## config.mk

```make
export PLATFORM = sky130hd
export DESIGN_NAME = fcs_top
export DESIGN_NICKNAME = d
export VERILOG_FILES = /design/src/fcs_pkg.sv /design/src/fcs_frame_if.sv /design/src/fcs_top.sv /design/src/fcs_frame.sv
export VERILOG_INCLUDE_DIRS = /design/src /design/src/src
export SDC_FILE = /design/constraint.sdc
export NUM_CORES = 1
export LEC_CHECK = 0
export ABC_AREA = 1
export BUFFER_PORTS_ARGS = -buffer_cell sky130_fd_sc_hd__buf_4
export CORE_ASPECT_RATIO = 0.8
export CORE_MARGIN = 4
export CORE_UTILIZATION = 47
export DETAILED_ROUTE_END_ITERATION = 12
export HOLD_SLACK_MARGIN = 0.06
export PLACE_DENSITY = 0.83
export SYNTH_ARGS = -nofsm -noshare
export SYNTH_HDL_FRONTEND = slang
export SYNTH_SLANG_ARGS = --single-unit
```

## constraint.sdc

```tcl
create_clock -name clk -period 2.9 [get_ports clk]
set_input_delay 0.58 -clock clk [delete_from_list [all_inputs] [get_ports clk]]
set_output_delay 0.58 -clock clk [all_outputs]
set_load 0.02 [all_outputs]
```

## src/fcs_cfg.svh

```systemverilog
`ifndef FCS_CFG_SVH
`define FCS_CFG_SVH
// register indices (word address = index * 4)
`define FCS_A_CTRL 4'h0
`define FCS_A_MODE 4'h1
`define FCS_A_STAT 4'h2
`define FCS_A_ISTAT 4'h3
`define FCS_A_ICLR 4'h4
`define FCS_A_IEN 4'h5
// control register fields
`define FCS_B_EN 0
`define FCS_B_STK0 1
`define FCS_B_STK1 2
// mode register fields
`define FCS_B_FZ 0
`define FCS_B_AHP 1
`define FCS_B_DN 2
`define FCS_B_RM0 3
`define FCS_B_RM1 4
// interrupt status bits
`define FCS_I_FAULT 0
`define FCS_I_LAZY 1
`define FCS_I_NW 2
// stack frame sizes in words
`define FCS_FRAME_INT 8'h08
`define FCS_FRAME_FP 8'h1a
`define FCS_CTX_WORDS 8'h12
// reset values: unit disabled, lazy stacking
`define FCS_CTRL_RST 3'h4
`define FCS_MODE_RST 5'h00
`endif

```

## src/fcs_pkg.sv

```systemverilog
package fcs_pkg;
    typedef enum logic [1:0] {
        fcs_stack_none = 2'h0,
        fcs_stack_full = 2'h1,
        fcs_stack_lazy = 2'h2
    } fcs_stack_t;
    typedef enum logic [1:0] {
        round_to_closest = 2'h0,
        round_upward = 2'h1,
        round_downward = 2'h2,
        round_truncate = 2'h3
    } fcs_round_t;
    typedef enum logic {
        denormal_flush_off = 1'b0,
        denormal_flush_on = 1'b1
    } fcs_flush_t;
    typedef enum logic {
        half_format_standard = 1'b0,
        half_format_extended_range = 1'b1
    } fcs_half_t;
    typedef enum logic {
        nan_pass_through = 1'b0,
        nan_canonical_result = 1'b1
    } fcs_nan_t;
    typedef struct packed {
        fcs_flush_t flush;
        fcs_half_t half;
        fcs_nan_t nan;
        fcs_round_t round;
    } fcs_arith_t;
endpackage

```

## src/fcs_frame_if.sv

```systemverilog
interface fcs_frame_if;
    logic entry;
    logic ret;
    logic fp_insn;
    logic save_go;
    logic save_done;
    logic ctx_written;
    logic [7:0] frame_words;
    logic restore;
    modport ctl (output entry, output ret, output fp_insn, input save_go,
        output save_done, input ctx_written, input frame_words, input restore);
    modport frm (input entry, input ret, input fp_insn, output save_go,
        input save_done, output ctx_written, output frame_words, output restore);
endinterface

```

## src/fcs_top.sv

```systemverilog
`include "fcs_cfg.svh"
module fcs_top (
    input wire logic clk,
    input wire logic nrst,
    input wire logic [3:0] reg_addr,
    input wire logic [31:0] reg_wdata,
    input wire logic reg_wr,
    input wire logic reg_rd,
    output logic [31:0] reg_rdata,
    input wire logic fp_issue,
    output logic fp_go,
    output logic fp_stall,
    output logic coprocessor_absent_fault,
    input wire logic exc_entry,
    input wire logic exc_return,
    output logic [7:0] frame_words,
    output logic [7:0] fp_save_words,
    output logic fp_save_now,
    input wire logic fp_save_done,
    output logic fp_restore,
    output fcs_pkg::fcs_arith_t arith_mode,
    output logic irq
);
    fcs_frame_if fi ();

    logic [2:0] ctrl_ff, nxt_ctrl;
    logic [4:0] mode_ff, nxt_mode;
    fcs_pkg::fcs_arith_t arith_ff, nxt_arith;
    logic used_ff, nxt_used;
    logic [2:0] ist_ff, nxt_ist;
    logic [2:0] ien_ff, nxt_ien;
    logic [31:0] rdata_ff, nxt_rdata;
    logic fault_ff, nxt_fault;
    logic enabled;
    fcs_pkg::fcs_stack_t stk_mode;
    logic [2:0] ev;

    // decode of the two-bit stacking field
    function automatic fcs_pkg::fcs_stack_t stk_decode(input logic [1:0] f);
        unique case (f)
            2'h0: stk_decode = fcs_pkg::fcs_stack_none;
            2'h1: stk_decode = fcs_pkg::fcs_stack_full;
            default: stk_decode = fcs_pkg::fcs_stack_lazy;
        endcase
    endfunction

    assign enabled = ctrl_ff[`FCS_B_EN];
    assign stk_mode = stk_decode(ctrl_ff[`FCS_B_STK1:`FCS_B_STK0]);

    fcs_frame u_frame (
        .clk(clk),
        .nrst(nrst),
        .mode(stk_mode),
        .fi(fi.frm)
    );

    // link to the frame tracker
    assign fi.entry = exc_entry;
    assign fi.ret = exc_return;
    assign fi.fp_insn = fp_issue && enabled;
    assign fi.save_done = fp_save_done;

    // issue gating: disabled faults, lazy save stalls, else go
    always_comb begin
        fp_go = fp_issue && enabled && !fi.save_go;
        fp_stall = fp_issue && enabled && fi.save_go;
    end
    assign fp_save_now = fi.save_go;
    assign fp_restore = fi.restore;
    assign frame_words = fi.frame_words;
    assign fp_save_words = `FCS_CTX_WORDS;
    assign coprocessor_absent_fault = fault_ff;
    assign arith_mode = arith_ff;
    assign reg_rdata = rdata_ff;
    assign irq = |(ist_ff & ien_ff);

    // events feeding the sticky status
    always_comb begin
        ev = 3'h0;
        ev[`FCS_I_FAULT] = fp_issue && !enabled;
        ev[`FCS_I_LAZY] = fp_save_done && fi.save_go;
        ev[`FCS_I_NW] = reg_wr && reg_addr == `FCS_A_MODE && used_ff;
    end

    // register writes, settings lock and status
    always_comb begin
        nxt_ctrl = ctrl_ff;
        nxt_mode = mode_ff;
        nxt_arith = arith_ff;
        nxt_used = used_ff;
        nxt_ien = ien_ff;
        nxt_ist = ist_ff;
        nxt_fault = fp_issue && !enabled;
        if (reg_wr) begin
            unique case (reg_addr)
                `FCS_A_CTRL: nxt_ctrl = reg_wdata[2:0];
                `FCS_A_MODE: nxt_mode = reg_wdata[4:0];
                `FCS_A_ICLR: nxt_ist = ist_ff & ~reg_wdata[2:0];
                `FCS_A_IEN: nxt_ien = reg_wdata[2:0];
                default: ;
            endcase
        end
        nxt_ist = nxt_ist | ev; // set wins over clear
        // settings captured by the first executed instruction
        if (fp_go && !used_ff) begin
            nxt_used = 1'b1;
            nxt_arith.flush = fcs_pkg::fcs_flush_t'(mode_ff[`FCS_B_FZ]);
            nxt_arith.half = fcs_pkg::fcs_half_t'(mode_ff[`FCS_B_AHP]);
            nxt_arith.nan = fcs_pkg::fcs_nan_t'(mode_ff[`FCS_B_DN]);
            nxt_arith.round = fcs_pkg::fcs_round_t'(mode_ff[`FCS_B_RM1:`FCS_B_RM0]);
        end
    end

    // read mux, data one cycle after the strobe
    always_comb begin
        nxt_rdata = 32'h0;
        if (reg_rd) begin
            unique case (reg_addr)
                `FCS_A_CTRL: nxt_rdata = {29'h0, ctrl_ff};
                `FCS_A_MODE: nxt_rdata = {27'h0, mode_ff};
                `FCS_A_STAT: nxt_rdata = {22'h0, fi.frame_words, fi.ctx_written, used_ff};
                `FCS_A_ISTAT: nxt_rdata = {29'h0, ist_ff};
                `FCS_A_IEN: nxt_rdata = {29'h0, ien_ff};
                default: nxt_rdata = 32'h0;
            endcase
        end
    end

    always_ff @(posedge clk) begin
        if (!nrst) begin
            ctrl_ff <= `FCS_CTRL_RST;
            mode_ff <= `FCS_MODE_RST;
            arith_ff <= '0;
            used_ff <= 1'b0;
            ist_ff <= 3'h0;
            ien_ff <= 3'h0;
            rdata_ff <= 32'h0;
            fault_ff <= 1'b0;
        end else begin
            ctrl_ff <= nxt_ctrl;
            mode_ff <= nxt_mode;
            arith_ff <= nxt_arith;
            used_ff <= nxt_used;
            ist_ff <= nxt_ist;
            ien_ff <= nxt_ien;
            rdata_ff <= nxt_rdata;
            fault_ff <= nxt_fault;
        end
    end
endmodule

```

## src/fcs_frame.sv

```systemverilog
`include "fcs_cfg.svh"
// per-exception frame tracker: latched stacking mode, lazy save, restore
module fcs_frame (
    input wire logic clk,
    input wire logic nrst,
    input fcs_pkg::fcs_stack_t mode,
    fcs_frame_if.frm fi
);
    fcs_pkg::fcs_stack_t fmode_ff, nxt_fmode;
    logic active_ff, nxt_active;
    logic written_ff, nxt_written;
    logic pend_ff, nxt_pend;

    // frame state: mode is sampled only at entry
    always_comb begin
        nxt_fmode = fmode_ff;
        nxt_active = active_ff;
        nxt_written = written_ff;
        nxt_pend = pend_ff;
        if (fi.entry) begin
            nxt_fmode = mode;
            nxt_active = 1'b1;
            nxt_written = (mode == fcs_pkg::fcs_stack_full);
            nxt_pend = 1'b0;
        end else if (fi.ret) begin
            nxt_active = 1'b0;
            nxt_written = 1'b0;
            nxt_pend = 1'b0;
        end else if (active_ff && fmode_ff == fcs_pkg::fcs_stack_lazy && !written_ff) begin
            if (fi.fp_insn) nxt_pend = 1'b1;
            if (fi.save_done) begin
                nxt_written = 1'b1;
                nxt_pend = 1'b0;
            end
        end
    end

    always_ff @(posedge clk) begin
        if (!nrst) begin
            fmode_ff <= fcs_pkg::fcs_stack_lazy;
            active_ff <= 1'b0;
            written_ff <= 1'b0;
            pend_ff <= 1'b0;
        end else begin
            fmode_ff <= nxt_fmode;
            active_ff <= nxt_active;
            written_ff <= nxt_written;
            pend_ff <= nxt_pend;
        end
    end

    // lazy save request holds the instruction until the context is written
    assign fi.save_go = active_ff && fmode_ff == fcs_pkg::fcs_stack_lazy && !written_ff
        && (fi.fp_insn || pend_ff);
    assign fi.ctx_written = written_ff;
    assign fi.restore = fi.ret && active_ff && written_ff;
    // frame size follows the current stacking mode, not the one latched at entry
    assign fi.frame_words = (mode == fcs_pkg::fcs_stack_none) ? `FCS_FRAME_INT
        : `FCS_FRAME_FP;
endmodule

```

==> run metrics, run 1 <==
top cell type's share of synthesized area 0.378; cell row count 19; leakage 0.979 nW; area of the multi-input gates 790 µm²; Worst Setup Path Type reg2out; maximum clock frequency 0.519 GHz; PwrDens 553 mW/mm²; Port Buffers 36; Min Hold Slack 464 ps; post-route insts no fill 321; hold violation total from the final report 0; CP required 2320 ps; Layout Skew 6.70 ps; Top Ports 103; synth cell count leaders 42 x buf_4, 38 x nand2_1, 33 x dfxtp_1; flop2flop setup slack 1610 ps; Netlist cell types 23; Setup TNS 0 ps; drt first pass iters 4; Max Cap Violations 0; CP endpoint fp_go; RSZ-0062 raised after global routing false; DPL Wire Length 2730 µm; Overall Power 1.11 mW; Placed Instances 313; final setup fails 0; Vias 1478; Via-to-Cell Ratio 4.60; Antenna diodes 0; mapped cell area 0.00175 mm²; Clock Latency Late Sink 280 ps; Max Fanout on Critical Path 4; H-tree Lvls 2; period utilization 0.664; Fill cells 354; DRT Wirelength 3520 µm; count leader, synth buf_4; status finished, final reports clean; Setup crit start u_frame.fi.ctx_written; fin nets 322; die area 0.00477 mm²; crit end category primary output; Async S/R FF share, synth 0; Worst VDD drop 495 µV; min cycle time layout 1930 ps; Worst R2R Start u_frame.fi.ctx_written; Cells after Synth 244; WL/cell 11.0 µm; Yosys warnings 0; cts hold-fix bufs 0; FF+latch area 661 µm²; Starting DRT DRC Count 93; All-Layer GR Usage 0.145; dpl cell area 0.00188 mm²; share of cells above drive strength 1 0.190; ANT nets after route 0; pin count of the biggest net entering global routing 20; most area-hungry cell type in the Yosys netlist dfxtp_1; EDFF count, synth 0; Root Driver clkbuf_8; post-route cell area 0.00201 mm²; vias in the first global route 1266; FF-to-FF path depth 5; DRC viols 0; crit path launch type register; CP Data Arrival Time 1350 ps; CTS tree done; Most used DFF post-synth dfxtp_1; R2R Path End arith_mode[1]; HP Class reg2reg; final slew viol count 0; initial antenna violation count 0; Seq cells post-synth 33; first-pass GRT wire length 5790 µm; RD Place Congestion 0.856; core box area 0.00349 mm²; Worst-path clk slew 70 ps; Initial Util 0.501; Max Root-Sink Buffers 2; Layout Area Growth over Synthesis 15.0%; postcts setup bufs 0; Die W 76.2 µm; total CTS buffers 5; GRT overflow 0; synth top area cells dfxtp_1 38%, buf_4 18%, nand2_1 8.2%, nand3_1 6.6%, inv_1 5.4%; post-synthesis sequential area ratio 0.378; cts repair resizes 0; CTS Sinks 33; synthesized area per cell 7.17 µm²; Die Y 62.6 µm
[cell usage in the layout, fill, tap and decap left out]
master      n
conb_1     39
nand2_1    38
buf_4      36
dfxtp_1    33
inv_1      25
nor2_1     25
nand3_1    23
a21oi_1    17
nand4_1     8
o21ai_1     6
o21ai_0     6
clkbuf_8    5
nor2_4      3
nor2_2      3
o211ai_1    2
inv_2       2
bufinv_16   2
nand3_2     1
nand3b_1    1
clkinv_1    1
nor3_1      1
and3_1      1
clkinv_2    1
[registers in the layout, indices dropped and copies added (netlist names)]
register,cells
reg_rdata,7
arith_mode,5
mode_ff,5
ctrl_ff,3
ien_ff,3
ist_ff,3
u_frame.fmode_ff,2
coprocessor_absent_fault,1
u_frame.active_ff,1
u_frame.fi.ctx_written,1
u_frame.pend_ff,1
used_ff,1
[area by class of cell]
type	count	share of cell area
Tap cell	42	0.0261
Sequential cell	33	0.328
Inverter	28	0.0522
Clock buffer	5	0.0342
Timing Repair Buffer	36	0.134
Clock inverter	3	0.0323
Multi-Input combinational cell	174	0.392
[per-stage QoR]
stage / util / setup WS (ps)
6_report: 0.576 / 975
4_1_cts: 0.576 / 961
5_1_grt: 0.576 / 872
2_1_floorplan: - / 1030
3_5_place_dp: 0.537 / 1100
3_3_place_gp: 0.537 / 1120
[worst min path at each step]
stage,startpoint,to,depth (start not counted)
6_report,mode_ff[0],mode_ff[0],2
5_1_grt,mode_ff[4],reg_rdata[4],2
4_1_cts,mode_ff[0],mode_ff[0],2
3_5_place_dp,mode_ff[0],mode_ff[0],2
3_3_place_gp,mode_ff[3],mode_ff[3],2
2_1_floorplan,mode_ff[4],reg_rdata[4],2
[cell families after synthesis]
family                 after synthesis  share of synthesized area
AND/OR/NAND/NOR                    104                      0.276
other                                2                    0.00429
flip-flops                          33                      0.378
buffers and inverters               74                      0.250
AO/OA/AOI/OAI                       31                     0.0916
[where the power goes]
group / internal (mW) / switching, mW
registers: 0.463 / 0.00633
logic: 0.0322 / 0.0977
clock network: 0.341 / 0.172
total: 0.836 / 0.276
[worst max-delay path, cell delays in order (launching register included)]
cell	delay (ps)
dfxtp_1	350
nor2_1	180
nand2_1	130
a21oi_1	190
nor2_1	70
buf_4	150
[metal layers]
metal / part of all wire / routed length [µm] / global-route usage / vias up
met4: 0.0097 / 34 / 0.0437 / 0
met5: 0 / 0 / 0 / -
li1: - / - / - / 769
met1: 0.45 / 1590 / 0.195 / 651
met3: 0.082 / 288 / 0.0533 / 6
met2: 0.46 / 1610 / 0.215 / 52
No activity file was read; power rests on OpenSTA's default activity.
==> run 2, diff against run 1 <==
--- a/config.mk
+++ b/config.mk
@@ -10,10 +10,10 @@
 export BUFFER_PORTS_ARGS = -buffer_cell sky130_fd_sc_hd__buf_4
 export CORE_ASPECT_RATIO = 0.8
 export CORE_MARGIN = 4
-export CORE_UTILIZATION = 47
+export CORE_UTILIZATION = 39
 export DETAILED_ROUTE_END_ITERATION = 12
 export HOLD_SLACK_MARGIN = 0.06
-export PLACE_DENSITY = 0.83
+export PLACE_DENSITY = 0.74
 export SYNTH_ARGS = -nofsm -noshare
 export SYNTH_HDL_FRONTEND = slang
 export SYNTH_SLANG_ARGS = --single-unit
==> constraint.sdc (replaced) <==
create_clock -name clk -period 1.7 [get_ports clk]
set_input_delay 0.34 -clock clk [delete_from_list [all_inputs] [get_ports clk]]
set_output_delay 0.34 -clock clk [all_outputs]
set_load 0.02 [all_outputs]
==> run metrics, run 2 (synthesized netlist as in run 1, its figures left out) <==
die area 0.00563 mm²; CTS Sinks 33; Largest register FFs 7; Antenna diodes 0; WL/cell 10.9 µm; Layout Skew 7.91 ps; CP delay by family, top flip-flops; cts repair resizes 1; HP Class in2reg; pin count of the biggest net entering global routing 20; vias in the first global route 1329; dpl cell area 0.00190 mm²; hold violation total from the final report 0; final slew viol count 0; Port Buffers 36; H-tree Lvls 2; Setup TNS 0 ps; leakage 0.963 nW; crit path launch type register; Crit-path slowest cell dfxtp_1; utilization after layout 0.469; DRC viols 0; DPL Wire Length 2850 µm; share of cells above drive strength 1 0.204; post-route cell area 0.00200 mm²; Clock Latency Late Sink 290 ps; CP Data Arrival Time 1240 ps; Buf+Inv Stages, Crit Path 1; Starting DRT DRC Count 113; cts hold-fix bufs 0; CTS tree done; Worst Slack Setup Final 115 ps; Worst path max stage delay 350 ps; GRT overflow 0; CP required 1360 ps; crit end category primary output; fin nets 323; cell row count 21; Overall Power 1.60 mW; total CTS buffers 5; Vias 1462; min cycle time layout 1580 ps; Die Y 67.9 µm; period utilization 0.932; DRT Wirelength 3670 µm; Top Ports 103; Die W 82.9 µm; Via-to-Cell Ratio 4.34; maximum clock frequency 0.631 GHz; first-pass GRT wire length 6010 µm; RD Place Congestion 0.820; Layout Area Growth over Synthesis 14.2%; final setup fails 0; commonest non-fill, non-tap cell in the layout conb_1; initial antenna violation count 0; postcts setup bufs 0; Initial Util 0.411; critical-path cell list nor2_2, nand2_2, a21oi_2, nor2_1, buf_4; Worst-path clk slew 70 ps; commonest non-fill, non-tap cells in the layout 39 x conb_1, 37 x nand2_1, 37 x buf_4, 32 x dfxtp_1, 25 x inv_1; drt first pass iters 5; Max Root-Sink Buffers 2; Worst Setup Path Type reg2out; PwrDens 801 mW/mm²; All-Layer GR Usage 0.134; Max Cap Violations 0; Root Driver clkbuf_8; pre-CTS setup slack 324 ps; status finished, final reports clean; RSZ-0062 raised after global routing false; core box area 0.00426 mm²; Worst VDD drop 391 µV; ANT nets after route 0; Max Fanout on Critical Path 4
==> run 2: per-stage QoR <==
| step | std cells | hold WS, ps |
|---|---|---|
| floorplan | 281 | 430 |
| global placement | 329 | 453 |
| detailed placement | 329 | 457 |
| CTS | 337 | 319 |
| global route | 337 | 345 |
| finish | 337 | 313 |
==> run 2: area by class of cell <==
| class | instances | area (µm²) |
|---|---|---|
| fillers | 447 | 2260 |
| multi-input cells | 174 | 798 |
| flip-flops and latches | 33 | 662 |
| repair buffers | 37 | 278 |
| inverters | 28 | 105 |
| clock buffers | 6 | 72.6 |
| well taps | 57 | 71.3 |
| clock inverters | 2 | 10.0 |
==> run 2: worst register-to-register path, stage by stage, from the launching register on <==
cell	delay, ps
dfxtp_1	360
nand2_1	130
nand3b_1	420
nor2_1	230
nor2_1	60
==> run 2: worst paths after layout <==
check	slack, ps	endpoint	from	depth (start not counted)
worst min-delay path	310	u_frame.active_ff	exc_return	4
worst min register to register	460	mode_ff[1]	mode_ff[1]	2
worst max register to register	390	arith_mode[1]	ctrl_ff[0]	4
worst max-delay path	120	fp_go	u_frame.fi.ctx_written	5
==> run 2: power breakdown <==
part | switching, mW | internal [mW]
clock network | 0.290 | 0.283
registers | 0.0113 | 0.790
logic | 0.168 | 0.0568
total | 0.469 | 1.13
==> run 2: layer usage <==
layer | vias to the layer above | GRT usage | wire length, µm
li1 | 768 | - | -
met3 | 8 | 0.0602 | 390
met4 | 0 | 0.0490 | 63
met1 | 616 | 0.168 | 1690
met5 | - | 0 | 0
met2 | 70 | 0.203 | 1520
==> run 3, diff against run 2 <==
--- a/config.mk
+++ b/config.mk
@@ -10,10 +10,10 @@
 export BUFFER_PORTS_ARGS = -buffer_cell sky130_fd_sc_hd__buf_4
 export CORE_ASPECT_RATIO = 0.8
 export CORE_MARGIN = 4
-export CORE_UTILIZATION = 39
+export CORE_UTILIZATION = 43
 export DETAILED_ROUTE_END_ITERATION = 12
 export HOLD_SLACK_MARGIN = 0.06
-export PLACE_DENSITY = 0.74
+export PLACE_DENSITY = 0.77
 export SYNTH_ARGS = -nofsm -noshare
 export SYNTH_HDL_FRONTEND = slang
 export SYNTH_SLANG_ARGS = --single-unit
==> constraint.sdc (replaced) <==
create_clock -name clk -period 1.78 [get_ports clk]
set_input_delay 0.356 -clock clk [delete_from_list [all_inputs] [get_ports clk]]
set_output_delay 0.356 -clock clk [all_outputs]
set_load 0.02 [all_outputs]
==> run metrics, run 3 (synthesized netlist as in run 1, its figures left out) <==
crit end category primary output; Layout Area Growth over Synthesis 16.1%; Max Fanout on Critical Path 4; Starting DRT DRC Count 105; Top Ports 103; Worst Setup Path Type reg2out; CP Data Arrival Time 1280 ps; Via-to-Cell Ratio 4.35; CP delay by family, top flip-flops; Root Driver clkbuf_8; HP Class in2reg; total CTS buffers 5; commonest non-fill, non-tap cells in the layout 39 x conb_1, 38 x nand2_1, 36 x buf_4, 33 x dfxtp_1, 25 x inv_1; final slew viol count 0; Clock Latency Late Sink 280 ps; Worst VDD drop 583 µV; H-tree Lvls 2; Initial Util 0.454; Port Buffers 36; RD Place Congestion 0.825; Die W 79.3 µm; CTS tree done; period utilization 0.918; crit path launch type register; leakage 0.980 nW; WL/cell 10.7 µm; Buf+Inv Stages, Crit Path 1; Antenna diodes 0; hold violation total from the final report 0; Setup TNS 0 ps; min cycle time layout 1630 ps; first-pass GRT wire length 5690 µm; Max Cap Violations 0; pin count of the biggest net entering global routing 20; DPL Wire Length 2870 µm; final setup fails 0; die area 0.00516 mm²; Largest register FFs 7; Fill cells 403; core box area 0.00385 mm²; cell row count 20; vias in the first global route 1269; CTS Sinks 33; Overall Power 1.81 mW; maximum clock frequency 0.612 GHz; drt first pass iters 4; DRT Wirelength 3590 µm; status finished, final reports clean; ANT nets after route 0; Die Y 65.0 µm; initial antenna violation count 0; Worst path max stage delay 360 ps; CP required 1420 ps; Vias 1454; GRT overflow 0; commonest non-fill, non-tap cell in the layout conb_1; Worst-path clk slew 70 ps; DRC viols 0; critical-path cell list nor2_2, nand2_1, a21oi_1, nor2_1, buf_4; RSZ-0062 raised after global routing false; fin nets 322; postcts setup bufs 0; PwrDens 891 mW/mm²; All-Layer GR Usage 0.141; share of cells above drive strength 1 0.194; Crit-path slowest cell dfxtp_1; Max Root-Sink Buffers 2; Layout Skew 9.73 ps
## run 3: per-layer routing
layer,wire length (µm),part of all wire,GRT usage,vias to the layer above
met2,1610,0.45,0.224,47
met5,0,0,0,-
met3,258,0.072,0.0472,2
li1,-,-,-,770
met1,1700,0.47,0.182,635
met4,14,0.0039,0.0386,0
## run 3: final cells by class
type | count | area (µm²) | area share
Multi-Input combinational cell | 174 | 792 | 0.390
Clock inverter | 3 | 65.1 | 0.0320
Clock buffer | 5 | 68.8 | 0.0339
Timing Repair Buffer | 36 | 270 | 0.133
Sequential cell | 33 | 661 | 0.325
Tap cell | 55 | 68.8 | 0.0339
Inverter | 28 | 105 | 0.0518
## run 3: stage by stage
stage	util	setup WS (ps)	std cells	hold WS (ps)	area, µm²
2_1_floorplan	-	281	281	430	1890
3_3_place_gp	0.492	357	326	453	1890
3_5_place_dp	0.492	323	326	455	1890
4_1_cts	0.526	84.9	334	345	2030
5_1_grt	0.527	20.9	334	363	2030
6_report	0.527	145	334	349	2030
## run 3: timing repair
action | CTS | global route
resized for setup | 0 | 1
setup endpoints to repair | 0 | 1
hold buffers | 0 | 0
## run 3: worst register-to-register path, stage by stage (launching register included)
cell      delay (ps)
dfxtp_1          370
nand2_1          140
nand3b_1         400
nor2_1           180
nor2_1            70
## run 3: path summary, 6_finish.rpt
path                                        startpoint            end  slack (ps)  cells after the start
worst max-delay path            u_frame.fi.ctx_written          fp_go         150                      5
worst max register to register              ctrl_ff[0]  arith_mode[3]         520                      4
worst min register to register              mode_ff[4]   reg_rdata[4]         460                      2
worst min-delay path                      reg_wdata[2]      ien_ff[2]         350                      3
## run 3: power breakdown
part / switching (mW) / total, mW / internal, mW / leakage [nW]
logic: 0.159 / 0.212 / 0.0526 / 0.645
clock network: 0.277 / 0.833 / 0.556 / 0.0681
registers: 0.0107 / 0.764 / 0.754 / 0.268
